File: config.mk
export PLATFORM = sky130hd
export DESIGN_NAME = vtar_regs
export DESIGN_NICKNAME = d
export VERILOG_FILES = /design/src/hw/vtar_regs.v
export VERILOG_INCLUDE_DIRS = /design/src /design/src/hw
export SDC_FILE = /design/constraint.sdc
export NUM_CORES = 1
export LEC_CHECK = 0
export BUFFER_PORTS_ARGS = -buffer_cell sky130_fd_sc_hd__buf_2
export CORE_MARGIN = 2
export CORE_UTILIZATION = 30
export CTS_BUF_LIST = sky130_fd_sc_hd__clkbuf_8
export DETAILED_ROUTE_END_ITERATION = 12
export PLACE_DENSITY_LB_ADDON = 0.08
export SETUP_SLACK_MARGIN = 0.15
export SYNTH_ARGS = -nofsm -noshare
export SYNTH_HDL_FRONTEND = slang
export SYNTH_SLANG_ARGS = --single-unit
export TNS_END_PERCENT = 5
File: constraint.sdc
create_clock -name clk_sys -period 2.36 [get_ports clk_sys]
set_clock_uncertainty 0.2 [all_clocks]
set_input_delay 0.354 -clock clk_sys [delete_from_list [all_inputs] [get_ports clk_sys]]
set_output_delay 0.354 -clock clk_sys [all_outputs]
set_load 0.02 [all_outputs]
File: src/hw/vtar_defines.vh
// Constants for the VLAN table access register bank
`ifndef VTAR_DEFINES_VH
`define VTAR_DEFINES_VH
// ==================================================
// Register offsets
`define VTAR_OFS_WORD0 16'h0400
`define VTAR_OFS_UNTAG 16'h0404
`define VTAR_OFS_FWD 16'h0408
`define VTAR_OFS_ROW 16'h040c
`define VTAR_OFS_CTRL 16'h040e
// ==================================================
// Field positions
`define VTAR_VALID_BIT 31
`define VTAR_PMS_BIT 27
`define VTAR_PRIO_HI 26
`define VTAR_PRIO_LO 24
`define VTAR_STI_HI 14
`define VTAR_STI_LO 12
`define VTAR_FDID_HI 6
`define VTAR_FDID_LO 0
`define VTAR_MASK_HI 2
`define VTAR_ROW_HI 11
`define VTAR_START_BIT 7
`define VTAR_ACT_HI 1
// ==================================================
// Action codes and states
`define VTAR_ACT_NOP 2'h0
`define VTAR_ACT_WRITE 2'h1
`define VTAR_ACT_READ 2'h2
`define VTAR_ACT_CLEAR 2'h3
`define VTAR_ST_IDLE 1'h0
`define VTAR_ST_BUSY 1'h1
`endif

File: src/hw/vtar_regs.v
// VLAN table access register bank with table action sequencer
`timescale 1ns/1ns
`default_nettype none
`include "vtar_defines.vh"
module vtar_regs (
  input wire clk_sys,
  input wire nrst,
  input wire [15:0] reg_addr,
  input wire reg_wr,
  input wire reg_rd,
  input wire [31:0] reg_wdata,
  output reg [31:0] reg_rdata,
  output wire entry_valid,
  output wire port_map_select,
  output wire [2:0] priority_level,
  output wire [2:0] spanning_tree_instance,
  output wire [6:0] filter_domain_id,
  output wire [2:0] tag_strip_mask,
  input wire [2:0] other_port_map,
  output reg [2:0] egress_ports,
  output wire tbl_req,
  output wire [1:0] tbl_op,
  output wire [11:0] vlan_row_pointer,
  output wire [31:0] tbl_wr_word0,
  output wire [2:0] tbl_wr_untag,
  output wire [2:0] tbl_wr_fwd,
  input wire tbl_done,
  input wire [31:0] tbl_rd_word0,
  input wire [2:0] tbl_rd_untag,
  input wire [2:0] tbl_rd_fwd
);
  // ==================================================
  // Staging registers
  reg valid_q;
  reg pms_q;
  reg [2:0] prio_q;
  reg [2:0] sti_q;
  reg [6:0] fdid_q;
  reg [2:0] untag_q;
  reg [2:0] fwd_q;
  reg [11:0] row_q;
  reg [1:0] act_q;
  reg state_q;
  wire [31:0] word0;
  wire launch;
  wire done_now;

  // Only live fields are stored, so reserved bits read zero
  assign word0 = {valid_q, 3'h0, pms_q, prio_q, 9'h000, sti_q, 5'h00, fdid_q};

  assign entry_valid = valid_q;
  assign port_map_select = pms_q;
  assign priority_level = prio_q;
  assign spanning_tree_instance = sti_q;
  assign filter_domain_id = fdid_q;
  assign tag_strip_mask = untag_q;
  assign vlan_row_pointer = row_q;
  assign tbl_wr_word0 = word0;
  assign tbl_wr_untag = untag_q;
  assign tbl_wr_fwd = fwd_q;

  // No-op needs no table cycle and finishes at once
  assign tbl_req = (state_q == `VTAR_ST_BUSY) && (act_q != `VTAR_ACT_NOP);
  assign tbl_op = act_q;
  assign launch = reg_wr && (reg_addr == `VTAR_OFS_CTRL) && reg_wdata[`VTAR_START_BIT]
    && (state_q == `VTAR_ST_IDLE);
  assign done_now = (state_q == `VTAR_ST_BUSY) && (!tbl_req || tbl_done);

  // ==================================================
  // Egress port choice
  always @(posedge clk_sys or negedge nrst) begin
    if (!nrst) begin
      egress_ports <= 3'h0;
    end else if (pms_q) begin
      egress_ports <= fwd_q;
    end else begin
      egress_ports <= other_port_map;
    end
  end

  // ==================================================
  // Action sequencer
  always @(posedge clk_sys or negedge nrst) begin
    if (!nrst) begin
      state_q <= `VTAR_ST_IDLE;
      act_q <= `VTAR_ACT_NOP;
    end else begin
      case (state_q)
        `VTAR_ST_IDLE: begin
          // Action field is frozen while busy to keep the table op stable
          if (reg_wr && (reg_addr == `VTAR_OFS_CTRL)) begin
            act_q <= reg_wdata[`VTAR_ACT_HI:0];
          end
          if (launch) begin
            state_q <= `VTAR_ST_BUSY;
          end
        end
        `VTAR_ST_BUSY: begin
          if (done_now) begin
            state_q <= `VTAR_ST_IDLE;
          end
        end
        default: begin
          state_q <= `VTAR_ST_IDLE;
        end
      endcase
    end
  end

  // ==================================================
  // Decode helpers
  // One shared compare keeps the four staging strobe decodes identical; the control strobe compares directly
  function addr_hit;
    input [15:0] addr;
    input [15:0] ofs;
    begin
      addr_hit = (addr == ofs);
    end
  endfunction

  // Single flag of an entry word
  function flag_at;
    input [31:0] word;
    input integer pos;
    begin
      flag_at = word[pos];
    end
  endfunction

  // Three-bit field of an entry word
  function [2:0] field3;
    input [31:0] word;
    input integer lo;
    begin
      field3 = word[lo +: 3];
    end
  endfunction

  // Filter domain field of an entry word
  function [6:0] fdid_field;
    input [31:0] word;
    begin
      fdid_field = word[`VTAR_FDID_HI:`VTAR_FDID_LO];
    end
  endfunction

  // Port masks read back with reserved bits at zero
  function [31:0] mask_word;
    input [2:0] mask;
    begin
      mask_word = {29'h00000000, mask};
    end
  endfunction

  // ==================================================
  // Strobe decode
  wire wr_word0;
  wire wr_untag;
  wire wr_fwd;
  wire wr_row;
  wire load_rd;
  wire [31:0] row_word;
  wire [31:0] ctrl_word;

  assign wr_word0 = reg_wr && addr_hit(reg_addr, `VTAR_OFS_WORD0);
  assign wr_untag = reg_wr && addr_hit(reg_addr, `VTAR_OFS_UNTAG);
  assign wr_fwd = reg_wr && addr_hit(reg_addr, `VTAR_OFS_FWD);
  assign wr_row = reg_wr && addr_hit(reg_addr, `VTAR_OFS_ROW);
  // Table data wins over a staging write landing in the same cycle
  assign load_rd = done_now && tbl_req && (act_q == `VTAR_ACT_READ);
  assign row_word = {20'h00000, row_q};
  assign ctrl_word = {24'h000000, state_q, 5'h00, act_q};

  // ==================================================
  // Valid flag
  always @(posedge clk_sys or negedge nrst) begin
    if (!nrst) begin
      valid_q <= 1'b0;
    end else if (load_rd) begin
      valid_q <= flag_at(tbl_rd_word0, `VTAR_VALID_BIT);
    end else if (wr_word0) begin
      valid_q <= flag_at(reg_wdata, `VTAR_VALID_BIT);
    end
  end

  // ==================================================
  // Port map select
  always @(posedge clk_sys or negedge nrst) begin
    if (!nrst) begin
      pms_q <= 1'b0;
    end else if (load_rd) begin
      pms_q <= flag_at(tbl_rd_word0, `VTAR_PMS_BIT);
    end else if (wr_word0) begin
      pms_q <= flag_at(reg_wdata, `VTAR_PMS_BIT);
    end
  end

  // ==================================================
  // Priority level
  always @(posedge clk_sys or negedge nrst) begin
    if (!nrst) begin
      prio_q <= 3'h0;
    end else if (load_rd) begin
      prio_q <= field3(tbl_rd_word0, `VTAR_PRIO_LO);
    end else if (wr_word0) begin
      prio_q <= field3(reg_wdata, `VTAR_PRIO_LO);
    end
  end

  // ==================================================
  // Spanning tree instance
  always @(posedge clk_sys or negedge nrst) begin
    if (!nrst) begin
      sti_q <= 3'h0;
    end else if (load_rd) begin
      sti_q <= field3(tbl_rd_word0, `VTAR_STI_LO);
    end else if (wr_word0) begin
      sti_q <= field3(reg_wdata, `VTAR_STI_LO);
    end
  end

  // ==================================================
  // Filter domain id
  always @(posedge clk_sys or negedge nrst) begin
    if (!nrst) begin
      fdid_q <= 7'h00;
    end else if (load_rd) begin
      fdid_q <= fdid_field(tbl_rd_word0);
    end else if (wr_word0) begin
      fdid_q <= fdid_field(reg_wdata);
    end
  end

  // ==================================================
  // Untag mask
  always @(posedge clk_sys or negedge nrst) begin
    if (!nrst) begin
      untag_q <= 3'h0;
    end else if (load_rd) begin
      untag_q <= tbl_rd_untag;
    end else if (wr_untag) begin
      untag_q <= reg_wdata[`VTAR_MASK_HI:0];
    end
  end

  // ==================================================
  // Forward mask
  always @(posedge clk_sys or negedge nrst) begin
    if (!nrst) begin
      fwd_q <= 3'h0;
    end else if (load_rd) begin
      fwd_q <= tbl_rd_fwd;
    end else if (wr_fwd) begin
      fwd_q <= reg_wdata[`VTAR_MASK_HI:0];
    end
  end

  // ==================================================
  // Row pointer
  always @(posedge clk_sys or negedge nrst) begin
    if (!nrst) begin
      row_q <= 12'h000;
    end else if (wr_row) begin
      // Row may change mid-action; software should wait for start clear
      row_q <= reg_wdata[`VTAR_ROW_HI:0];
    end
  end

  // ==================================================
  // Read data, one cycle after the strobe
  function [31:0] read_mux;
    input [15:0] addr;
    input [31:0] w0;
    input [2:0] untag;
    input [2:0] fwd;
    input [31:0] row;
    input [31:0] ctrl;
    begin
      case (addr)
        `VTAR_OFS_WORD0: read_mux = w0;
        `VTAR_OFS_UNTAG: read_mux = mask_word(untag);
        `VTAR_OFS_FWD: read_mux = mask_word(fwd);
        `VTAR_OFS_ROW: read_mux = row;
        `VTAR_OFS_CTRL: read_mux = ctrl;
        default: read_mux = 32'h00000000;
      endcase
    end
  endfunction

  always @(posedge clk_sys or negedge nrst) begin
    if (!nrst) begin
      reg_rdata <= 32'h00000000;
    end else if (reg_rd) begin
      reg_rdata <= read_mux(reg_addr, word0, untag_q, fwd_q, row_word, ctrl_word);
    end
  end
endmodule // vtar_regs
`default_nettype wire

# ---- Word level (Yosys, flattened, before mapping)
# Cells that the tools add are included.
dict set report op_classes {
  eq_ne 6
  n_mux 19
  n_bitwise 1
  n_reduce_logical 18
}
# op n
set op_table {}
lappend op_table {{$pmux W32 S5} 1}
lappend op_table {{$eq A16 B11 Y1 const B} 5}
lappend op_table {{$mux W3} 9}
lappend op_table {{$mux W7} 2}
lappend op_table {{$logic_and A1 B1 Y1} 11}
lappend op_table {{$reduce_bool A2 Y1} 4}
lappend op_table {{$mux W1} 6}
lappend op_table {{$eq A2 B2 Y1 const B} 1}
lappend op_table {{$pmux W1 S2} 1}
lappend op_table {{$reduce_and A2 Y1} 1}
lappend op_table {{$logic_not A1 Y1} 1}
lappend op_table {{$logic_or A1 B1 Y1} 1}
lappend op_table {{$not A1 Y1} 1}
dict set report word_totals {
  reg_bits 71
  inputBits 94
  output_inout_bits 106
  elab_cells 56
}

# ---- Depth between registers and ports, before layout
dict set report logic_depth {
  depth_word 8
  depth_mapped 7
  mapped_depth_nobuf 4
}

# ---- Worst setup path after synthesis
# OpenSTA, ideal clock, no wires.
dict set report synth_path {
  kind {input to register}
  start {input port reg_addr[3]}
  end {register row_q[10] (netlist: vlan_row_pointer[10])}
  setup_ns 0.125
  arrival_time_ns 1.542
  t_required_ns 2.035
  path_slack_ns 0.492
  stages 7
  path_buffers 3
  path_cell_list {buf_2 nor4bb_1 and4_1 buf_6 nand2_4 buf_6 mux2_4}
}
dict set report synth_via {
  elab_chain_len 2
}
# element line
set synth_lines {}
lappend synth_lines {{start, declared} vtar_regs.v:8} ;# input wire [15:0] reg_addr,
lappend synth_lines {{$eq A16 B11 Y1} vtar_regs.v:117} ;# addr_hit = (addr == ofs);
lappend synth_lines {{$logic_and A1 B1 Y1} vtar_regs.v:168} ;# assign wr_row = reg_wr && addr_hit(reg_addr, `VTAR_OFS_ROW);
lappend synth_lines {{end signal, assigned} vtar_regs.v:265} ;# row_q <= reg_wdata[`VTAR_ROW_HI:0];
lappend synth_lines {{end, declared} vtar_regs.v:41} ;# reg [11:0] row_q;
# Every way passes these cells.
# A chain may end at the register's enable or synchronous reset.

# ---- Final worst setup path
dict set report layout_path {
  start {register act_q[1] (netlist: tbl_op[1])}
  end {output port tbl_req}
}
dict set report layout_via {
  elab_chain_len 2
}
# element line
set layout_lines {}
lappend layout_lines {{start, declared} vtar_regs.v:42} ;# reg [1:0] act_q;
lappend layout_lines {{start signal, assigned} vtar_regs.v:86} ;# act_q <= `VTAR_ACT_NOP;
lappend layout_lines {{start signal, assigned} vtar_regs.v:92} ;# act_q <= reg_wdata[`VTAR_ACT_HI:0];
lappend layout_lines {{$reduce_bool A2 Y1 (no source line)} -}
lappend layout_lines {{$logic_and A1 B1 Y1} vtar_regs.v:63} ;# assign tbl_req = (state_q == `VTAR_ST_BUSY) && (act_q != `VTAR_ACT_NOP);
lappend layout_lines {{end, declared} vtar_regs.v:21} ;# output wire tbl_req,
# Every way passes these cells.

==> metrics.cfg <==
[place]
hpwl_um = 6940
port_buffers = 141
gp_congestion = 0.725

[clock_network]
clk_pin_slew_ps = 70
cts_root_buffer = clkbuf_8
post_cts_buffers = 0
hold_buffers = 1
max-clock-path-buffers = 2
cts.sinks = 59
clock_latency_ps = 350
numCtsBuffers = 9
cts_tree = built
htreeDepth = 3
cts_resized = 0

[setup_path]
cp_top_family = flip-flops
critPathMaxFanout = 5
path_class = reg2out
critPathSlowestCell = dfrtp_1
path_buf_inv = 2
cp-start-kind = flip-flop
r2r-end = spanning_tree_instance[0]$_DFFE_PN0P_
reg2reg_from = tbl_op[0]$_DFFE_PN0P_
arrival_ps = 1240
worst-r2r-setup-slack_ps = 840
worstRegToRegCells = 4
path_cells = o21ai_0 > inv_1 > buf_2
slowest_delay_ps = 430
crit_required_ps = 1810
crit_path_end_kind = output port

[sta]
grt_setup_unrepaired = false
setup_viol = 0
clock.fmax_ghz = 0.557
drv_slew = 0
max_slew_margin_pct = 59.4
setup_tns_ps = 0
period_needed_ps = 1790
finalCritPeriodShare_pct = 76.0
hold_viol_final = 0
worst_pin_slew_ps = 609

[yosys]
yosys_register_bits = 59
synth_edf_count = 0
async_reset_ff_share_pct = 100
seq_area_frac_synth_pct = 45.3
synth.largest_area_cell = dfrtp_1
synth_flop_cell = dfrtp_1
synth_area_um2 = 3260
synth_warnings = 0
synthTopCellsByArea = dfrtp_1, buf_4, mux2_4
syn_avg_cell_area_um2 = 10.3
synth_top_area_share_pct = 45.3
synth_cell_types = 37
netlist_instances = 317

[route]
drtIter0Drc = 158
vias = 2861
drc = 0
drtPass1Iterations = 5
viasPerCell = 4.87
wl_per_cell_um = 16.7
routed_wl_um = 9810
postRouteAntennaNets = 0

[die]
dieHeight_um = 108
fp.coreArea_um2 = 10700
fp-row-count = 38
die_w_um = 108
dieArea_um2 = 11700
initial_core_util_pct = 30.4
io_pins = 200

[power]
p_seq_share_pct = 44.2
clkPwrFrac_pct = 46.7
p_per_area_nw_per_um2 = 556
power_switching_mw = 0.572
sw_frac_of_total_pct = 24.9
peakVddDrop_v = 0.000200
cellLeakagePower_nw = 2.24
p_comb_share_pct = 9.1
internal_power_mw = 1.73

[status]
status = completed

[grt]
overflow = 0
grt_pass1_vias = 2684
grt_max_degree = 60
antenna_found_initial = 0
grt_usage_pct = 16.9
grt_pass1_wl_um = 14800

[final_layout]
areaGrowthSynthToFinish_pct = 26.9
fin_nets = 537
drive_gt1_share_pct = 42.6
post-route-util_pct = 38.5
diodes = 0

[hold_path]
holdPathStages = 2
hold_start = tbl_done
worstHoldEndpoint = state_q$_DFF_PN0_
hold_class = in2reg

[flow_run]
max_cap_violations = 0

power by group through the flow:
stage	clock, mW	combinational [mW]	sequential (mW)
floorplan	0	0.125	1.04
global placement	0	0.210	1.04
detailed placement	0	0.210	1.04
CTS	1.10	0.212	1.02
global route	1.15	0.229	1.02
finish	1.07	0.209	1.02
synthesized netlist by cell type, types with 4 or more instances:
cell type,n
buf_4,48
nand3_1,9
o2bb2ai_1,5
inv_1,9
a22o_1,6
nand4_1,24
a21oi_1,4
dfrtp_1,59
buf_6,4
clkbuf_1,11
o21ai_0,20
a31oi_1,21
nand2_1,11
mux2_4,10
nor2_1,25
mux2_2,7
o31ai_1,6
a22oi_1,5
buf_2,4
and4_1,4
worst max path at each step:
stage / from / end / slack [ps] / cells after the start
after floorplan: reg_addr[3] / vlan_row_pointer[10]$_DFFE_PN0P_ / 490 / 7
after global placement: reg_addr[3] / vlan_row_pointer[8]$_DFFE_PN0P_ / 220 / 5
after detailed placement: reg_addr[3] / vlan_row_pointer[7]$_DFFE_PN0P_ / 230 / 5
after CTS: tbl_op[1]$_DFFE_PN0P_ / tbl_req / 550 / 3
after global routing: tbl_op[1]$_DFFE_PN0P_ / tbl_req / 450 / 3
final: tbl_op[1]$_DFFE_PN0P_ / tbl_req / 570 / 3
cells in the final DEF (no fill, tap or decap), drive strengths merged, types with 2 or more instances in the layout:
cell	instances
and4	4
mux2	17
nand4	24
a31oi	21
a22oi	5
nor2	25
buf	154
nand2b	3
o21ai	20
a32oi	2
clkbuf	11
o2bb2ai	5
nand2	12
a21oi	4
inv	10
a22o	6
o31ai	6
conb	29
nand3	9
dfrtp	59
a32o	2
and3	2
nand4b	2
bufinv	2
nor4	3
flip-flops by register name, summed over array words and instances, names as in the netlist, 2 cells and up:
register and count:
tag_strip_mask 3, spanning_tree_instance 3, priority_level 3, filter_domain_id 7, vlan_row_pointer 12, tbl_wr_fwd 3
egress_ports 3, tbl_op 2, reg_rdata 20
final cells by class:
| class | instances | area [um^2] |
|---|---|---|
| sequential | 59 | 1480 |
| clock buffer | 11 | 151 |
| fill | 1123 | 6610 |
| timing repair buffer | 155 | 838 |
| clock inverter | 5 | 76.3 |
| multi-input combinational | 209 | 1390 |
| inverter | 9 | 33.8 |
| tap | 140 | 175 |
worst register-to-register path: cells and delay by family, from the launching register on:
family	cells	cell delay, ps
AO/OA/AOI/OAI	1	160
AND/OR/NAND/NOR	2	260
flip-flops	1	420
buffers and inverters	1	390
kinds of logic after synthesis:
logic type | synth area share (%)
other cells | 0.115
buf+inv | 15.5
mux | 7.83
simple gates | 16.8
flops | 45.3
compound gates | 14.5
metrics by stage:
stage | area, um^2 | worst slack [ps] | hold WS [ps] | cells | total power [mW]
after floorplan | 3370 | 492 | -142 | 345 | 1.17
after global placement | 3900 | 224 | 195 | 571 | 1.25
after detailed placement | 3900 | 225 | 202 | 571 | 1.25
after CTS | 4140 | 550 | 14.9 | 588 | 2.32
after global routing | 4140 | 448 | 18.1 | 588 | 2.40
final | 4140 | 566 | 21.7 | 588 | 2.30
per-layer routing:
layer,GRT usage [%],up-vias,share of wire [%]
met5,0,-,0
met1,22.2,1368,45
met2,26.9,143,45
li1,-,1338,-
met3,4.52,12,8.2
met4,5.86,0,1.6
Note: power is estimated with default switching activity, not from simulation.
